$ cat config.mk
export PLATFORM = sky130hd
export DESIGN_NAME = dro_top
export DESIGN_NICKNAME = d
export VERILOG_FILES = /design/src/hw/unused_placeholder_none.sv /design/src/hw/dro_pkg.sv /design/src/hw/dro_ownership_map.sv /design/src/hw/dro_reg_gate.sv /design/src/hw/dro_top.sv
export VERILOG_INCLUDE_DIRS = /design/src /design/src/hw
export SDC_FILE = /design/constraint.sdc
export NUM_CORES = 2
export LEC_CHECK = 0
export BUFFER_PORTS_ARGS = -buffer_cell sky130_fd_sc_hd__buf_2
export CAP_MARGIN = 25
export CORE_MARGIN = 1
export CORE_UTILIZATION = 40
export CTS_CLUSTER_SIZE = 8
export DETAILED_ROUTE_END_ITERATION = 6
export PLACE_DENSITY = 0.58
export SYNTH_ARGS = -nofsm -noshare
export SYNTH_HDL_FRONTEND = slang
export SYNTH_SLANG_ARGS = --single-unit
$ cat constraint.sdc
create_clock -name i_core_clk -period 58.4 [get_ports i_core_clk]
set_input_delay 5.84 -clock i_core_clk [delete_from_list [all_inputs] [get_ports i_core_clk]]
set_output_delay 5.84 -clock i_core_clk [all_outputs]
set_load 0.02 [all_outputs]
$ cat src/hw/dro_cfg.svh
// register selects, field positions and reset values for debug ownership
`ifndef DRO_CFG_SVH
`define DRO_CFG_SVH

// ----------------------------------------------------------------
// register selects (word index on both access ports)
// ----------------------------------------------------------------
`define DRO_NWORDS 20
`define DRO_SEL_W 5
`define DRO_SEL_CTRL0 5'h00
`define DRO_SEL_CTRL1 5'h01
`define DRO_SEL_CTRL5 5'h02
`define DRO_SEL_CTRL6 5'h03
`define DRO_SEL_COUNT 5'h04
`define DRO_SEL_EVSEL 5'h05
`define DRO_SEL_ACQ 5'h06
`define DRO_SEL_IADDR 5'h07
`define DRO_SEL_DADDR1 5'h0F
`define DRO_SEL_DADDR2 5'h10
`define DRO_SEL_DVAL1 5'h11
`define DRO_SEL_DVAL2 5'h12
`define DRO_SEL_SPARE 5'h13
`define DRO_SEL_ALLOC 5'h14

// ----------------------------------------------------------------
// field positions
// ----------------------------------------------------------------
`define DRO_B_EDM 0
`define DRO_B_IDM 1
`define DRO_B_RST 2
`define DRO_B_DATA_COMPARE_ONE 12
`define DRO_B_DATA_COMPARE_TWO 14
`define DRO_B_COUNTER_A_EVENT 23
`define DRO_B_COUNTER_B_EVENT 24
`define DRO_B_BKPT 27
`define DRO_B_DQM 28
`define DRO_B_PAIR_AB 7
`define DRO_B_PAIR_CD 23
`define DRO_ALLOC_IMPL 32'h9FFF_5FFE
`define DRO_CTRL0_SW 32'h87FF_5FFE
`define DRO_TAG_FLD 32'h0000_00FF

// ----------------------------------------------------------------
// reset values
// ----------------------------------------------------------------
`define DRO_ALLOC_RST 32'h0000_0000
`define DRO_WORD_RST 32'h0000_0000

`endif

$ cat src/hw/unused_placeholder_none.sv
// intentionally empty compilation unit

$ cat src/hw/dro_pkg.sv
// types shared by the debug resource ownership block
`include "dro_cfg.svh"

package dro_pkg;

  typedef logic [`DRO_NWORDS-1:0][31:0] dro_words_t;
  typedef logic [`DRO_SEL_W-1:0] dro_sel_t;

  typedef struct packed {
    logic wr;
    logic rd;
    dro_sel_t sel;
    logic [31:0] wdata;
  } dro_req_t;

  typedef struct packed {
    logic [31:0] alloc;
    dro_words_t regs;
    logic [31:0] sw_rdata;
    logic sw_rvalid;
    logic [31:0] dbg_rdata;
    logic dbg_rvalid;
    logic [31:0] hw_event;
    logic [31:0] sw_event;
    logic bkpt_dbg;
    logic bkpt_ill;
  } dro_state_t;

endpackage : dro_pkg

$ cat src/hw/dro_ownership_map.sv
// software ownership masks derived from the allocation word
`include "dro_cfg.svh"

module dro_ownership_map import dro_pkg::*; (
  // allocation inputs
  input wire logic [31:0] i_alloc,
  input wire logic i_ext_on,
  // ownership outputs
  output dro_words_t o_sw_mask,
  output logic [31:0] o_sw_events
);

  logic [31:0] a;
  logic [7:0] ic;

  always_comb begin
    a = i_alloc & `DRO_ALLOC_IMPL;
    ic = {a[20:17], a[11:8]};
    o_sw_mask = '0;
    o_sw_events = 32'h0000_0000;
    if (!i_ext_on) begin
      o_sw_mask = '1;
      o_sw_events = 32'hFFFF_FFFF;
    end else if (a[`DRO_B_IDM]) begin
      o_sw_events = a;
      o_sw_mask[`DRO_SEL_CTRL0] = a & `DRO_CTRL0_SW;
      for (int k = 0; k < 4; k++) begin
        o_sw_mask[`DRO_SEL_CTRL1][8*k +: 6] = {6{ic[k]}};
        o_sw_mask[`DRO_SEL_CTRL5][8*k +: 6] = {6{ic[k+4]}};
      end
      o_sw_mask[`DRO_SEL_CTRL1][`DRO_B_PAIR_AB] = ic[0] & ic[1];
      o_sw_mask[`DRO_SEL_CTRL1][`DRO_B_PAIR_CD] = ic[2] & ic[3];
      o_sw_mask[`DRO_SEL_CTRL5][`DRO_B_PAIR_AB] = ic[4] & ic[5];
      o_sw_mask[`DRO_SEL_CTRL5][`DRO_B_PAIR_CD] = ic[6] & ic[7];
      for (int k = 0; k < 8; k++) begin
        o_sw_mask[`DRO_SEL_CTRL6][4*k +: 4] = {4{ic[k]}};
        o_sw_mask[`DRO_SEL_IADDR + k] = {32{ic[k]}};
      end
      o_sw_mask[`DRO_SEL_COUNT] = {{16{a[`DRO_B_COUNTER_B_EVENT]}},
                                   {16{a[`DRO_B_COUNTER_A_EVENT]}}};
      o_sw_mask[`DRO_SEL_EVSEL] = {32{a[`DRO_B_DQM]}};
      o_sw_mask[`DRO_SEL_ACQ] = {32{a[`DRO_B_DQM]}};
      o_sw_mask[`DRO_SEL_DADDR1] = {32{a[`DRO_B_DATA_COMPARE_ONE]}};
      o_sw_mask[`DRO_SEL_DVAL1] = {32{a[`DRO_B_DATA_COMPARE_ONE]}};
      o_sw_mask[`DRO_SEL_DADDR2] = {32{a[`DRO_B_DATA_COMPARE_TWO]}};
      o_sw_mask[`DRO_SEL_DVAL2] = {32{a[`DRO_B_DATA_COMPARE_TWO]}};
    end
    o_sw_mask[`DRO_SEL_CTRL0][`DRO_B_EDM] = 1'b0;
    o_sw_mask[`DRO_SEL_EVSEL] = o_sw_mask[`DRO_SEL_EVSEL] & `DRO_TAG_FLD;
  end

endmodule // dro_ownership_map

$ cat src/hw/dro_reg_gate.sv
// next value of one debug register under masked writes and reset
`include "dro_cfg.svh"

module dro_reg_gate (
  // current word
  input wire logic [31:0] i_old,
  // software move
  input wire logic i_sw_we,
  input wire logic [31:0] i_sw_data,
  input wire logic [31:0] i_sw_mask,
  // debugger access
  input wire logic i_dbg_we,
  input wire logic [31:0] i_dbg_data,
  // processor reset
  input wire logic i_rst_en,
  input wire logic [31:0] i_rst_mask,
  // next word
  output logic [31:0] o_next
);

  always_comb begin
    o_next = i_old;
    if (i_rst_en) begin
      o_next = o_next & ~i_rst_mask;
    end
    if (i_sw_we) begin
      o_next = (o_next & ~i_sw_mask) | (i_sw_data & i_sw_mask);
    end
    if (i_dbg_we) begin
      o_next = i_dbg_data;
    end
  end

endmodule // dro_reg_gate

$ cat src/hw/dro_top.sv
// debug resource ownership: allocation word, gated debug registers
//
// Summary of operation
// - ownership idm bit clear ignores software moves
// - idm bit clear: nothing shared with software
// - idm bit set: software owns idm control
// - bit 2 gives reset field to software
// - bit 3 gives unconditional event to software
// - event enable bits follow their allocation bits
// - compare bits 8-11, 17-20 gate compare fields
// - compares 1-4: address, enable, ctrl1, ctrl6
// - compares 5-8: address, enable, ctrl5, ctrl6
// - bits 12, 14 gate data compares
// - data compare one: address, value, fields
// - bits 23, 24 gate counter fields
// - breakpoint: hardware enters debug, software illegal
// - bit 28 gates tag and message registers
// - bit 31 gates freeze timer field
// - external mode off: all accessible and reset except edm bit, evsel bits 31:8
// - allocation ignored while external mode off
// - only debugger writes allocation; software reads
// - events routed to owner's status path
`include "dro_cfg.svh"

module dro_top import dro_pkg::*; (
  // clock and reset
  input wire logic i_core_clk,
  input wire logic i_rst,
  input wire logic i_ce,
  // other resets
  input wire logic i_proc_rst,
  input wire logic i_test_reset,
  // debugger access
  input wire dro_req_t i_dbg,
  output logic [31:0] o_dbg_rdata,
  output logic o_dbg_rvalid,
  // software moves
  input wire dro_req_t i_sw,
  output logic [31:0] o_sw_rdata,
  output logic o_sw_rvalid,
  // debug events
  input wire logic [31:0] i_event,
  input wire logic i_bkpt_exec,
  output logic [31:0] o_hw_event,
  output logic [31:0] o_sw_event,
  output logic o_bkpt_enter_debug,
  output logic o_bkpt_illegal,
  // state view
  output logic [31:0] o_alloc,
  output logic [31:0] o_ctrl_zero
);

  // ----------------------------------------------------------------
  // helpers
  // ----------------------------------------------------------------
  function automatic logic sel_hit(input dro_sel_t s, input int unsigned i);
    return s == dro_sel_t'(i);
  endfunction

  function automatic logic sel_word(input dro_sel_t s);
    return s < dro_sel_t'(`DRO_NWORDS);
  endfunction

  // ----------------------------------------------------------------
  // state and ownership
  // ----------------------------------------------------------------
  dro_state_t st_r;
  dro_state_t st_nxt;
  dro_words_t sw_mask;
  dro_words_t rst_mask;
  dro_words_t regs_nxt;
  logic [31:0] sw_events;
  logic ext_on;
  logic idm_on;
  logic bkpt_hw;

  assign ext_on = st_r.regs[`DRO_SEL_CTRL0][`DRO_B_EDM];
  assign idm_on = st_r.regs[`DRO_SEL_CTRL0][`DRO_B_IDM];

  dro_ownership_map u_map (
    .i_alloc(st_r.alloc),
    .i_ext_on(ext_on),
    .o_sw_mask(sw_mask),
    .o_sw_events(sw_events)
  );

  always_comb begin
    rst_mask = sw_mask;
    rst_mask[`DRO_SEL_CTRL0][`DRO_B_RST] = 1'b1;
  end

  // ----------------------------------------------------------------
  // register update
  // ----------------------------------------------------------------
  for (genvar g = 0; g < `DRO_NWORDS; g++) begin : g_word
    dro_reg_gate u_gate (
      .i_old(st_r.regs[g]),
      .i_sw_we(i_sw.wr & sel_hit(i_sw.sel, g)),
      .i_sw_data(i_sw.wdata),
      .i_sw_mask(sw_mask[g]),
      .i_dbg_we(i_dbg.wr & sel_hit(i_dbg.sel, g)),
      .i_dbg_data(i_dbg.wdata),
      .i_rst_en(i_proc_rst),
      .i_rst_mask(rst_mask[g]),
      .o_next(regs_nxt[g])
    );
  end

  // ----------------------------------------------------------------
  // next state
  // ----------------------------------------------------------------
  always_comb begin
    st_nxt = st_r;
    st_nxt.regs = regs_nxt;
    st_nxt.sw_rvalid = 1'b0;
    st_nxt.dbg_rvalid = 1'b0;
    bkpt_hw = ext_on & ~(st_r.alloc[`DRO_B_IDM] & st_r.alloc[`DRO_B_BKPT]);
    if (i_test_reset) begin
      st_nxt.alloc = `DRO_ALLOC_RST;
    end else if (i_dbg.wr && sel_hit(i_dbg.sel, `DRO_SEL_ALLOC)) begin
      st_nxt.alloc = i_dbg.wdata & `DRO_ALLOC_IMPL;
    end
    if (i_sw.rd) begin
      st_nxt.sw_rvalid = 1'b1;
      st_nxt.sw_rdata = 32'h0000_0000;
      if (sel_hit(i_sw.sel, `DRO_SEL_ALLOC)) begin
        st_nxt.sw_rdata = st_r.alloc;
      end else if (sel_word(i_sw.sel)) begin
        st_nxt.sw_rdata = st_r.regs[i_sw.sel] & sw_mask[i_sw.sel];
      end
    end
    if (i_dbg.rd) begin
      st_nxt.dbg_rvalid = 1'b1;
      st_nxt.dbg_rdata = 32'h0000_0000;
      if (sel_hit(i_dbg.sel, `DRO_SEL_ALLOC)) begin
        st_nxt.dbg_rdata = st_r.alloc;
      end else if (sel_word(i_dbg.sel)) begin
        st_nxt.dbg_rdata = st_r.regs[i_dbg.sel];
      end
    end
    st_nxt.hw_event = ext_on ? (i_event & ~sw_events) : 32'h0000_0000;
    st_nxt.sw_event = i_event & sw_events & {32{idm_on}};
    st_nxt.bkpt_dbg = i_bkpt_exec & bkpt_hw;
    st_nxt.bkpt_ill = i_bkpt_exec & ~bkpt_hw;
  end

  always_ff @(posedge i_core_clk or posedge i_rst) begin
    if (i_rst) begin
      st_r <= '0;
    end else if (i_ce) begin
      st_r <= st_nxt;
    end
  end

  // ----------------------------------------------------------------
  // outputs
  // ----------------------------------------------------------------
  assign o_dbg_rdata = st_r.dbg_rdata;
  assign o_dbg_rvalid = st_r.dbg_rvalid;
  assign o_sw_rdata = st_r.sw_rdata;
  assign o_sw_rvalid = st_r.sw_rvalid;
  assign o_hw_event = st_r.hw_event;
  assign o_sw_event = st_r.sw_event;
  assign o_bkpt_enter_debug = st_r.bkpt_dbg;
  assign o_bkpt_illegal = st_r.bkpt_ill;
  assign o_alloc = st_r.alloc;
  assign o_ctrl_zero = st_r.regs[`DRO_SEL_CTRL0];

  // ----------------------------------------------------------------
  // checks
  // ----------------------------------------------------------------
  a_sw_move_ignored: assert property (
    @(posedge i_core_clk) disable iff (i_rst)
    i_ce && i_sw.wr && ext_on && !st_r.alloc[`DRO_B_IDM] && !i_dbg.wr &&
    !i_proc_rst |=> $stable(st_r.regs))
    else $error("software move changed a register with idm unallocated");

  a_no_sharing: assert property (
    @(posedge i_core_clk) disable iff (i_rst)
    ext_on && !st_r.alloc[`DRO_B_IDM] |-> sw_mask == '0 && sw_events == '0)
    else $error("resource shared while idm unallocated");

  a_idm_sw_write: assert property (
    @(posedge i_core_clk) disable iff (i_rst)
    i_ce && i_sw.wr && sel_hit(i_sw.sel, `DRO_SEL_CTRL0) && ext_on &&
    st_r.alloc[`DRO_B_IDM] && !i_dbg.wr
    |=> o_ctrl_zero[`DRO_B_IDM] == $past(i_sw.wdata[`DRO_B_IDM]))
    else $error("software could not write the idm control bit");

  a_rst_field_hw: assert property (
    @(posedge i_core_clk) disable iff (i_rst)
    i_ce && i_sw.wr && sel_hit(i_sw.sel, `DRO_SEL_CTRL0) && ext_on &&
    !st_r.alloc[`DRO_B_RST] && !i_dbg.wr && !i_proc_rst
    |=> $stable(o_ctrl_zero[`DRO_B_RST]))
    else $error("software changed a hardware-owned reset field");

  a_event_to_hw: assert property (
    @(posedge i_core_clk) disable iff (i_rst)
    i_ce && i_event[3] && ext_on &&
    !(st_r.alloc[`DRO_B_IDM] && st_r.alloc[3])
    |=> o_hw_event[3] && !o_sw_event[3])
    else $error("hardware-owned event not routed to hardware status");

  a_bkpt_sw_owned: assert property (
    @(posedge i_core_clk) disable iff (i_rst)
    i_ce && i_bkpt_exec && ext_on && st_r.alloc[`DRO_B_IDM] &&
    st_r.alloc[`DRO_B_BKPT] |=> o_bkpt_illegal && !o_bkpt_enter_debug)
    else $error("software breakpoint did not raise illegal instruction");

  a_bkpt_hw_owned: assert property (
    @(posedge i_core_clk) disable iff (i_rst)
    i_ce && i_bkpt_exec && ext_on && !st_r.alloc[`DRO_B_BKPT]
    |=> o_bkpt_enter_debug && !o_bkpt_illegal)
    else $error("hardware breakpoint did not enter debug mode");

  a_proc_rst_all: assert property (
    @(posedge i_core_clk) disable iff (i_rst)
    i_ce && i_proc_rst && !ext_on && !i_sw.wr && !i_dbg.wr
    |=> st_r.regs[`DRO_SEL_ACQ] == '0 &&
        st_r.regs[`DRO_SEL_COUNT] == '0 &&
        o_ctrl_zero[31:1] == '0)
    else $error("processor reset left a register set with external off");

  a_pair_mode: assert property (
    @(posedge i_core_clk) disable iff (i_rst)
    ext_on && st_r.alloc[`DRO_B_IDM] |->
    sw_mask[`DRO_SEL_CTRL1][`DRO_B_PAIR_AB] ==
    (st_r.alloc[8] && st_r.alloc[9]))
    else $error("pair mode field ownership wrong");

  a_reserved_zero: assert property (
    @(posedge i_core_clk) disable iff (i_rst)
    (o_alloc & ~`DRO_ALLOC_IMPL) == '0)
    else $error("reserved allocation bit set");

  a_alloc_sw_ro: assert property (
    @(posedge i_core_clk) disable iff (i_rst)
    i_ce && i_sw.wr && !i_dbg.wr && !i_test_reset |=> $stable(o_alloc))
    else $error("software move changed the allocation word");

  a_ext_off_ignored: assert property (
    @(posedge i_core_clk) disable iff (i_rst)
    !ext_on |-> sw_mask[`DRO_SEL_ACQ] == '1 && sw_events == '1)
    else $error("allocation took effect with external mode off");

  a_dac_gate: assert property (
    @(posedge i_core_clk) disable iff (i_rst)
    i_ce && i_sw.wr && sel_hit(i_sw.sel, `DRO_SEL_DADDR2) && ext_on &&
    !st_r.alloc[`DRO_B_DATA_COMPARE_TWO] && !i_dbg.wr && !i_proc_rst
    |=> $stable(st_r.regs[`DRO_SEL_DADDR2]))
    else $error("software wrote a hardware-owned data compare");

  a_read_latency: assert property (
    @(posedge i_core_clk) disable iff (i_rst)
    i_ce && i_sw.rd && sel_hit(i_sw.sel, `DRO_SEL_ALLOC)
    |=> o_sw_rvalid && o_sw_rdata == $past(o_alloc))
    else $error("allocation word read back wrong");

  a_ude_sw_route: assert property (
    @(posedge i_core_clk) disable iff (i_rst)
    i_ce && i_event[3] && ext_on && idm_on && st_r.alloc[`DRO_B_IDM] &&
    st_r.alloc[3] |=> o_sw_event[3] && !o_hw_event[3])
    else $error("software-owned unconditional event misrouted");

  a_enable_gate: assert property (
    @(posedge i_core_clk) disable iff (i_rst)
    i_ce && i_sw.wr && sel_hit(i_sw.sel, `DRO_SEL_CTRL0) && ext_on &&
    !st_r.alloc[4] && !i_dbg.wr && !i_proc_rst
    |=> $stable(o_ctrl_zero[4]))
    else $error("software changed a hardware-owned event enable");

  a_iac_addr_gate: assert property (
    @(posedge i_core_clk) disable iff (i_rst)
    i_ce && i_sw.wr && sel_hit(i_sw.sel, `DRO_SEL_IADDR) && ext_on &&
    !st_r.alloc[8] && !i_dbg.wr && !i_proc_rst
    |=> $stable(st_r.regs[`DRO_SEL_IADDR]))
    else $error("software wrote a hardware-owned instruction compare");

  a_instr_compare_one_fields: assert property (
    @(posedge i_core_clk) disable iff (i_rst)
    ext_on && st_r.alloc[`DRO_B_IDM] |->
    sw_mask[`DRO_SEL_CTRL1][5:0] == {6{st_r.alloc[8]}} &&
    sw_mask[`DRO_SEL_CTRL6][3:0] == {4{st_r.alloc[8]}})
    else $error("compare one field ownership wrong");

  a_instr_compare_five_fields: assert property (
    @(posedge i_core_clk) disable iff (i_rst)
    ext_on && st_r.alloc[`DRO_B_IDM] |->
    sw_mask[`DRO_SEL_CTRL5][5:0] == {6{st_r.alloc[17]}} &&
    sw_mask[`DRO_SEL_CTRL6][19:16] == {4{st_r.alloc[17]}})
    else $error("compare five field ownership wrong");

  a_data_compare_one_fields: assert property (
    @(posedge i_core_clk) disable iff (i_rst)
    ext_on && st_r.alloc[`DRO_B_IDM] |->
    sw_mask[`DRO_SEL_DADDR1] == {32{st_r.alloc[`DRO_B_DATA_COMPARE_ONE]}} &&
    sw_mask[`DRO_SEL_DVAL1] == {32{st_r.alloc[`DRO_B_DATA_COMPARE_ONE]}})
    else $error("data compare one ownership wrong");

  a_counter_gate: assert property (
    @(posedge i_core_clk) disable iff (i_rst)
    ext_on && st_r.alloc[`DRO_B_IDM] |->
    sw_mask[`DRO_SEL_COUNT][15:0] == {16{st_r.alloc[`DRO_B_COUNTER_A_EVENT]}} &&
    sw_mask[`DRO_SEL_COUNT][31:16] == {16{st_r.alloc[`DRO_B_COUNTER_B_EVENT]}})
    else $error("counter ownership wrong");

  a_acq_gate: assert property (
    @(posedge i_core_clk) disable iff (i_rst)
    i_ce && i_sw.wr && sel_hit(i_sw.sel, `DRO_SEL_ACQ) && ext_on &&
    !st_r.alloc[`DRO_B_DQM] && !i_dbg.wr && !i_proc_rst
    |=> $stable(st_r.regs[`DRO_SEL_ACQ]))
    else $error("software wrote a hardware-owned message register");

  a_freeze_gate: assert property (
    @(posedge i_core_clk) disable iff (i_rst)
    i_ce && i_sw.wr && sel_hit(i_sw.sel, `DRO_SEL_CTRL0) && ext_on &&
    !st_r.alloc[31] && !i_dbg.wr && !i_proc_rst
    |=> $stable(o_ctrl_zero[31]))
    else $error("software changed a hardware-owned freeze field");

  a_masked_reset: assert property (
    @(posedge i_core_clk) disable iff (i_rst)
    i_ce && i_proc_rst && ext_on && !st_r.alloc[`DRO_B_IDM] && !i_sw.wr &&
    !i_dbg.wr |=> $stable(st_r.regs[`DRO_SEL_ACQ]) &&
    !o_ctrl_zero[`DRO_B_RST])
    else $error("processor reset cleared a hardware-owned word");

  a_ext_off_route: assert property (
    @(posedge i_core_clk) disable iff (i_rst)
    i_ce && !ext_on && idm_on && i_event[4]
    |=> o_sw_event[4] && !o_hw_event[4])
    else $error("event not given to software with external mode off");

  a_hw_quiet_off: assert property (
    @(posedge i_core_clk) disable iff (i_rst)
    i_ce && !ext_on |=> o_hw_event == '0)
    else $error("hardware event raised with external mode off");

  a_sw_read_mask: assert property (
    @(posedge i_core_clk) disable iff (i_rst)
    i_ce && i_sw.rd && sel_hit(i_sw.sel, `DRO_SEL_CTRL0) && ext_on &&
    !st_r.alloc[`DRO_B_IDM] |=> o_sw_rvalid && o_sw_rdata == '0)
    else $error("software read a hardware-owned control word");

  a_idm_owned: assert property (
    @(posedge i_core_clk) disable iff (i_rst)
    ext_on && st_r.alloc[`DRO_B_IDM] |->
    sw_mask[`DRO_SEL_CTRL0][`DRO_B_IDM] &&
    !sw_mask[`DRO_SEL_CTRL0][`DRO_B_EDM] &&
    sw_mask[`DRO_SEL_CTRL0][`DRO_B_RST] == st_r.alloc[`DRO_B_RST])
    else $error("control word ownership of mode bits wrong");

  a_ctrl0_reserved: assert property (
    @(posedge i_core_clk) disable iff (i_rst)
    ext_on |-> (sw_mask[`DRO_SEL_CTRL0] & ~`DRO_CTRL0_SW) == '0)
    else $error("unallocatable control bit given to software");

  a_dbg_read: assert property (
    @(posedge i_core_clk) disable iff (i_rst)
    i_ce && i_dbg.rd && sel_hit(i_dbg.sel, `DRO_SEL_ALLOC)
    |=> o_dbg_rvalid && o_dbg_rdata == $past(o_alloc))
    else $error("debugger read of allocation word wrong");

  a_rvalid_pulse: assert property (
    @(posedge i_core_clk) disable iff (i_rst)
    i_ce && !i_sw.rd |=> !o_sw_rvalid)
    else $error("software read valid without a read");

endmodule // dro_top

* Yosys cells after proc, flatten, opt, wreduce, memory -nomap -nowiden
Cells that the tools add are included.
** Cells by class
- Magnitude comparators :: 4
- Equality and inequality tests :: 40
- Muxes and demuxes :: 98
- Bitwise operators :: 156
- Reduce and logical (&&, ||, !) cells :: 7
** Operator list (number)
- 32-bit two-way mux :: 73
- 32-bit bitwise AND :: 63
- 512-bit two-way mux :: 2
- 32-bit inverter :: 21
- 32-bit bitwise OR :: 20
- 32-bit binary-select mux with 5-bit select :: 3
- 5-bit by 4-bit equality test with 1-bit output, second input constant :: 16
- 38-bit two-way mux :: 2
- 7-bit two-way mux :: 8
- 5-bit equality test, second input constant :: 10
- 1-bit bitwise AND :: 48
- 5-bit by 3-bit equality test with 1-bit output, second input constant :: 8
- 6-bit two-way mux :: 6
- 32-bit by 8-bit bitwise AND with 32-bit output :: 1
- 8-bit inverter with 32-bit output :: 1
- 5-bit by 2-bit equality test with 1-bit output, second input constant :: 4
- 5-bit by 6-bit less-than comparator with 1-bit output, second input constant :: 2
- 5-bit by 1-bit equality test with 1-bit output, second input constant :: 2
- 5-bit zero test :: 2
- 5-bit less-than comparator, second input constant :: 2
- 2-bit AND reduction :: 3
- 1-bit two-way mux :: 3
- 2-bit two-way mux :: 1
- 1-bit inverter :: 2
- other kinds (2) :: 2
** Storage, ports and cells
- Bits in registers :: 804
- Bits of input ports :: 116
- Output and inout bits :: 196
- Word-level logic and storage cells :: 334

* Longest topological paths before layout
- Depth after elaboration :: 10
- Mapped depth :: 12
- Depth with buffers taken out :: 6

* Cells and area by module
From an unflattened synthesis, not the netlist that was laid out.
** Second synthesis, totals
- Cells, all modules :: 8836
- Area, all modules :: 81169.1 um2
** Modules (own cells, without submodules)
- dro_top :: times used 1, cells an instance 3887, area an instance 45178.3 um2, seq. area each 19994.2 um2
- dro_reg_gate :: times used 20, cells an instance 212, area an instance 1545.2 um2, seq. area each 0.0 um2
- dro_ownership_map :: times used 1, cells an instance 709, area an instance 5086.1 um2, seq. area each 0.0 um2

* Worst setup path after synthesis
Ideal clock, no wire load.
- Kind :: input -> register
- From :: in i_dbg[33] (netlist bit)
- To :: reg st_r, in the netlist o_dbg_rdata[1]
- Setup time :: 0.135 ns
- Arrival time :: 7.563 ns
- Required time :: 58.265 ns
- Setup slack :: 50.702 ns
- Stages :: 8
- Path buffers :: 4
- Path through :: buf_2 > buf_4 > buf_2 > buf_4 > mux4_2 > mux2_2 > a221oi_1 > o21ai_0
** On the way
- Word-level cells in the longest chain between the ends :: 4
- Elaborated cells on any way between the ends :: 6
- Classes of those cells :: 1 x order compare; 1 x eq/ne; 4 x mux
** RTL lines
- from (decl) :: line dro_top.sv:34 : input wire dro_req_t i_dbg,
- 32-bit binary-select mux with 5-bit select :: line dro_top.sv:138 : st_nxt.dbg_rdata = st_r.regs[i_dbg.sel];
- 32-bit two-way mux (implied by the code) :: line dro_top.sv:138
- 32-bit two-way mux :: line dro_top.sv:137 : end else if (sel_word(i_dbg.sel)) begin
- 32-bit two-way mux (*) :: line dro_top.sv:135 : if (sel_hit(i_dbg.sel, `DRO_SEL_ALLOC)) begin
- to (signal assigned) :: line dro_top.sv:151 : st_r <= st_nxt;
- to (decl) :: line dro_top.sv:67 : dro_state_t st_r;
Every way passes the cells marked *; elsewhere a longest branch is shown, timed or not. The select of a mux whose other input is x is not followed.
A chain may end at the register's enable or synchronous reset.

* Worst setup path in the final report
- From :: in i_sw[32] (netlist bit)
- To :: reg st_r[188] (netlist bit)
** On the way
- Word-level cells in the longest chain between the ends :: 4
** RTL lines
- from (decl) :: line dro_top.sv:38 : input wire dro_req_t i_sw,
- 5-bit by 1-bit equality test with 1-bit output :: line dro_top.sv:57 : return s == dro_sel_t'(i);
- 1-bit bitwise AND :: line dro_top.sv:98 : .i_sw_we(i_sw.wr & sel_hit(i_sw.sel, g)),
- 32-bit two-way mux :: line dro_reg_gate.sv:26 : if (i_sw_we) begin
- 32-bit two-way mux :: line dro_reg_gate.sv:29 : if (i_dbg_we) begin
Every way passes these cells.

==> impl_results.md <==
* Fin crit period at ~9.6 ns
* Most common cell after layout, fill and taps aside: a22o_1
* RSZ-0062 raised after global routing: false
* Post-CTS Hold Buffers at 0
* Max-Cap Viols at 0
* Gr usage total at between 30% and 40%
* Leak Pwr at ~24 nW
* # DRC at 0
* Synth Area in Simple Gates at just under 7%
* Worst Skew at 0.0369 ns
* GPL Wtd Cong at about 0.99
* Final hold viol count at 0
* Worst vdd ir at just over 20 µV
* HP Class: register to register
* Starting Density at 40.4%
* Clk slew on worst S/H paths at 0.05 ns
* Clock latency on the worst-skew pair at about 0.7 ns
* Placed wire-length estimate at around 140 mm
* Top cells by area, synth: dfrtp_1 (41%), a22o_1 (20%), mux4_2 (14%), clkbuf_1 (3.1%), mux2_2 (2.7%)
* Worst-path maximum fanout at between 60 and 70
* DR vias at about 44000
* Site row count at between 100 and 150
* Initial antenna violation count at 33
* FFs w/ async S/R, synth at 100%
* Final hold slack at between 0.4 and 0.5 ns
* Width of the die at 350 µm
* Yosys top cell area share at between 40% and 50%
* Yosys synthesis warning count at 0
* P per Cell Area at around 26 nW/µm²
* Pwr Total at ~1.4 mW
* Clk buf depth at 3
* Largest family of logic cells by synthesized area: compound AO/OA/AOI/OAI gates
* Max-slew violation count at 0
* Grt total ovfl at 0
* Compound-Gate Fraction of Synth Area at around 28%
* Clk root buf: clkbuf_16
* Reg2Reg Depth at 8
* Final setup violating endpoints at 0
* Worst EP required at about 60 ns
* Synth area leader: dfrtp_1
* Worst path arrival time at between 10 and 15 ns
* Seq/Total Area, Yosys at 41.3%
* Placed Area at 51000 µm²
* Starting DRT DRC Count at around 7000
* CTS tree: yes
* Most frequent cells in the layout: a22o_1 (1113), dfrtp_1 (797), nand2_1 (311)
* Cts repair resizes at 0
* CTS H-tree lvls at 3
* Post-synthesis mux area share at around 18%
* Crit start category: primary input
* Crit end category: register
* Unique masters post-synth at 80
* Xor and xnor area share after synthesis at 0%
* Final worst path period share at 16.5%
* Syn Inst Count at 4378
* Post-CTS setup repair buffer count at 0
* Post-place setup slack at roughly 48 ns
* Die height at ~350 µm
* Fmax at between 100 and 150 MHz
* Layout cells sized above 1 at around 25%
* Vias in the first global route at 40900
* Synth Cell Area at around 48000 µm²
* Fin area at between 50000 and 60000 µm²
* Vias per cell at 7.29
* Clock sinks at 799
* Filler cells at 11000
* Status: completed
* Worst Max-Slew Pin Slew at approximately 1.1 ns
* DRT antenna net count at 0
* Total CTS buffers at about 110
* Die ar. at 123000 µm²
* TNS Setup at 0 ns
* Post-synth top flop: dfrtp_1
* Avg Cell Area, Syn at roughly 11 µm²
* Core Area at around 120000 µm²
* Wire per inst at between 30 and 40 µm
* Area grow syn2layout at 11.5%
* Post-synth EDFFs at 0
* Max_slew headroom at 24.4%
* Seq cells post-synth at 799
* Buffers added on ports at 306
* Adder-cell share of the synthesized area at 0%
* Worst setup margin at a little under 50 ns
* First-pass GRT wire length at ~320 mm
* WHS Path Cells at 2
* Final WL at ~220 mm
* Detailed Routing Iterations Pass 1 at 6
* Largest net degree at the start of global routing at 160
* CP Class: primary input to register
* Nets@finish at 4479
* Io pins at around 310
-- layer usage --
metal	share of wire, %	up-vias	global-route usage [%]
met5	0.14	-	0
met4	5.1	52	15.2
li1	-	17100	-
met1	38	22400	48.4
met2	42	3387	50.6
met3	15	688	12.6
-- flip-flops by register name, indices dropped and copies added (netlist names) --
signal              count
o_dbg_rvalid            1
o_bkpt_illegal          1
o_sw_event             32
o_hw_event             32
o_alloc                27
o_sw_rdata             32
o_bkpt_enter_debug      1
st_r                  608
o_dbg_rdata            32
o_ctrl_zero            32
o_sw_rvalid             1
-- final timing paths --
| kind | from | slack [ns] | to |
|---|---|---|---|
| setup reg to reg | o_ctrl_zero[0] | 54.44 | st_r[705] |
| hold / removal | o_dbg_rdata[19] | 0.47 | o_dbg_rdata[19] |
| min in group asynchronous | i_rst | 5.32 | o_sw_event[4] |
| hold reg to reg | o_dbg_rdata[19] | 0.47 | o_dbg_rdata[19] |
| max in group asynchronous | i_rst | 50.04 | st_r[381] |
| setup / recovery | i_sw[32] | 48.76 | st_r[188] |
-- cells in the mapped netlist, types with 3 or more instances --
cell type  count
nand3_1       95
buf_1         22
o31a_1         3
nand4_1        7
and2_1         9
nor3b_1        5
a21oi_1      118
or2_2          6
and3_1         9
inv_1         90
a22oi_1       22
a31oi_1       23
o22ai_1       56
o221ai_1       4
nand2b_1      20
a221oi_1      51
a21o_1         3
nand2_1      313
a221o_1       25
o31ai_1       18
buf_4         34
a211oi_1      30
nor2_1       194
mux4_2       303
a32o_1         3
buf_6         17
mux2i_1       61
a32oi_1       13
o21ai_1       25
nor2_2         7
nor3_1        23
clkbuf_1     394
nor2b_1       18
mux2_2       116
or2_1          3
nand3b_1       7
buf_2        110
o2111ai_1      6
o21ai_0      138
a22o_1      1113
a31o_2         3
dfrtp_1      799
o211ai_1      13
-- logic make-up after synthesis --
| logic type | Yosys count |
|---|---|
| other | 1 |
| multiplexers | 480 |
| buffers and inverters | 669 |
| AND/OR/NAND/NOR | 734 |
| flip-flops | 799 |
| AO/OA/AOI/OAI | 1695 |
-- critical path: stages --
cell and delay [ns]:
buf_8 0.43, buf_4 0.82, nor2b_1 0.91, nand3_1 0.79, nor3_1 0.97, a22o_1 0.24, a22o_1 0.13
-- final cells by class --
class                           count  area [µm²]  share of cell area, %
Antenna cell                        3        7.51                 0.0139
Clock buffer                      116        2840                   5.26
Timing Repair Buffer              447        2810                   5.19
Sequential cell                   799       20000                   37.0
Clock inverter                      3        41.3                 0.0764
Inverter                           92         353                  0.653
Tap cell                         1612        2020                   3.73
Multi-Input combinational cell   2914       26000                   48.1
-- report_power, final --
part           total (mW)  internal, mW  leakage [nW]  switching [mW]
sequential          0.599         0.577          11.0          0.0214
clock               0.587         0.336          1.41           0.250
combinational       0.236        0.0701          11.3           0.166
total                1.42         0.984          23.7           0.438
-- per-stage QoR --
step           std cells  util [%]
6_report            5986      45.0
3_3_place_gp        5857      42.5
3_5_place_dp        5859      42.5
5_1_grt             5985      45.0
2_1_floorplan       4382         -
4_1_cts             5978      44.9
(Power assumes the default switching activity.)
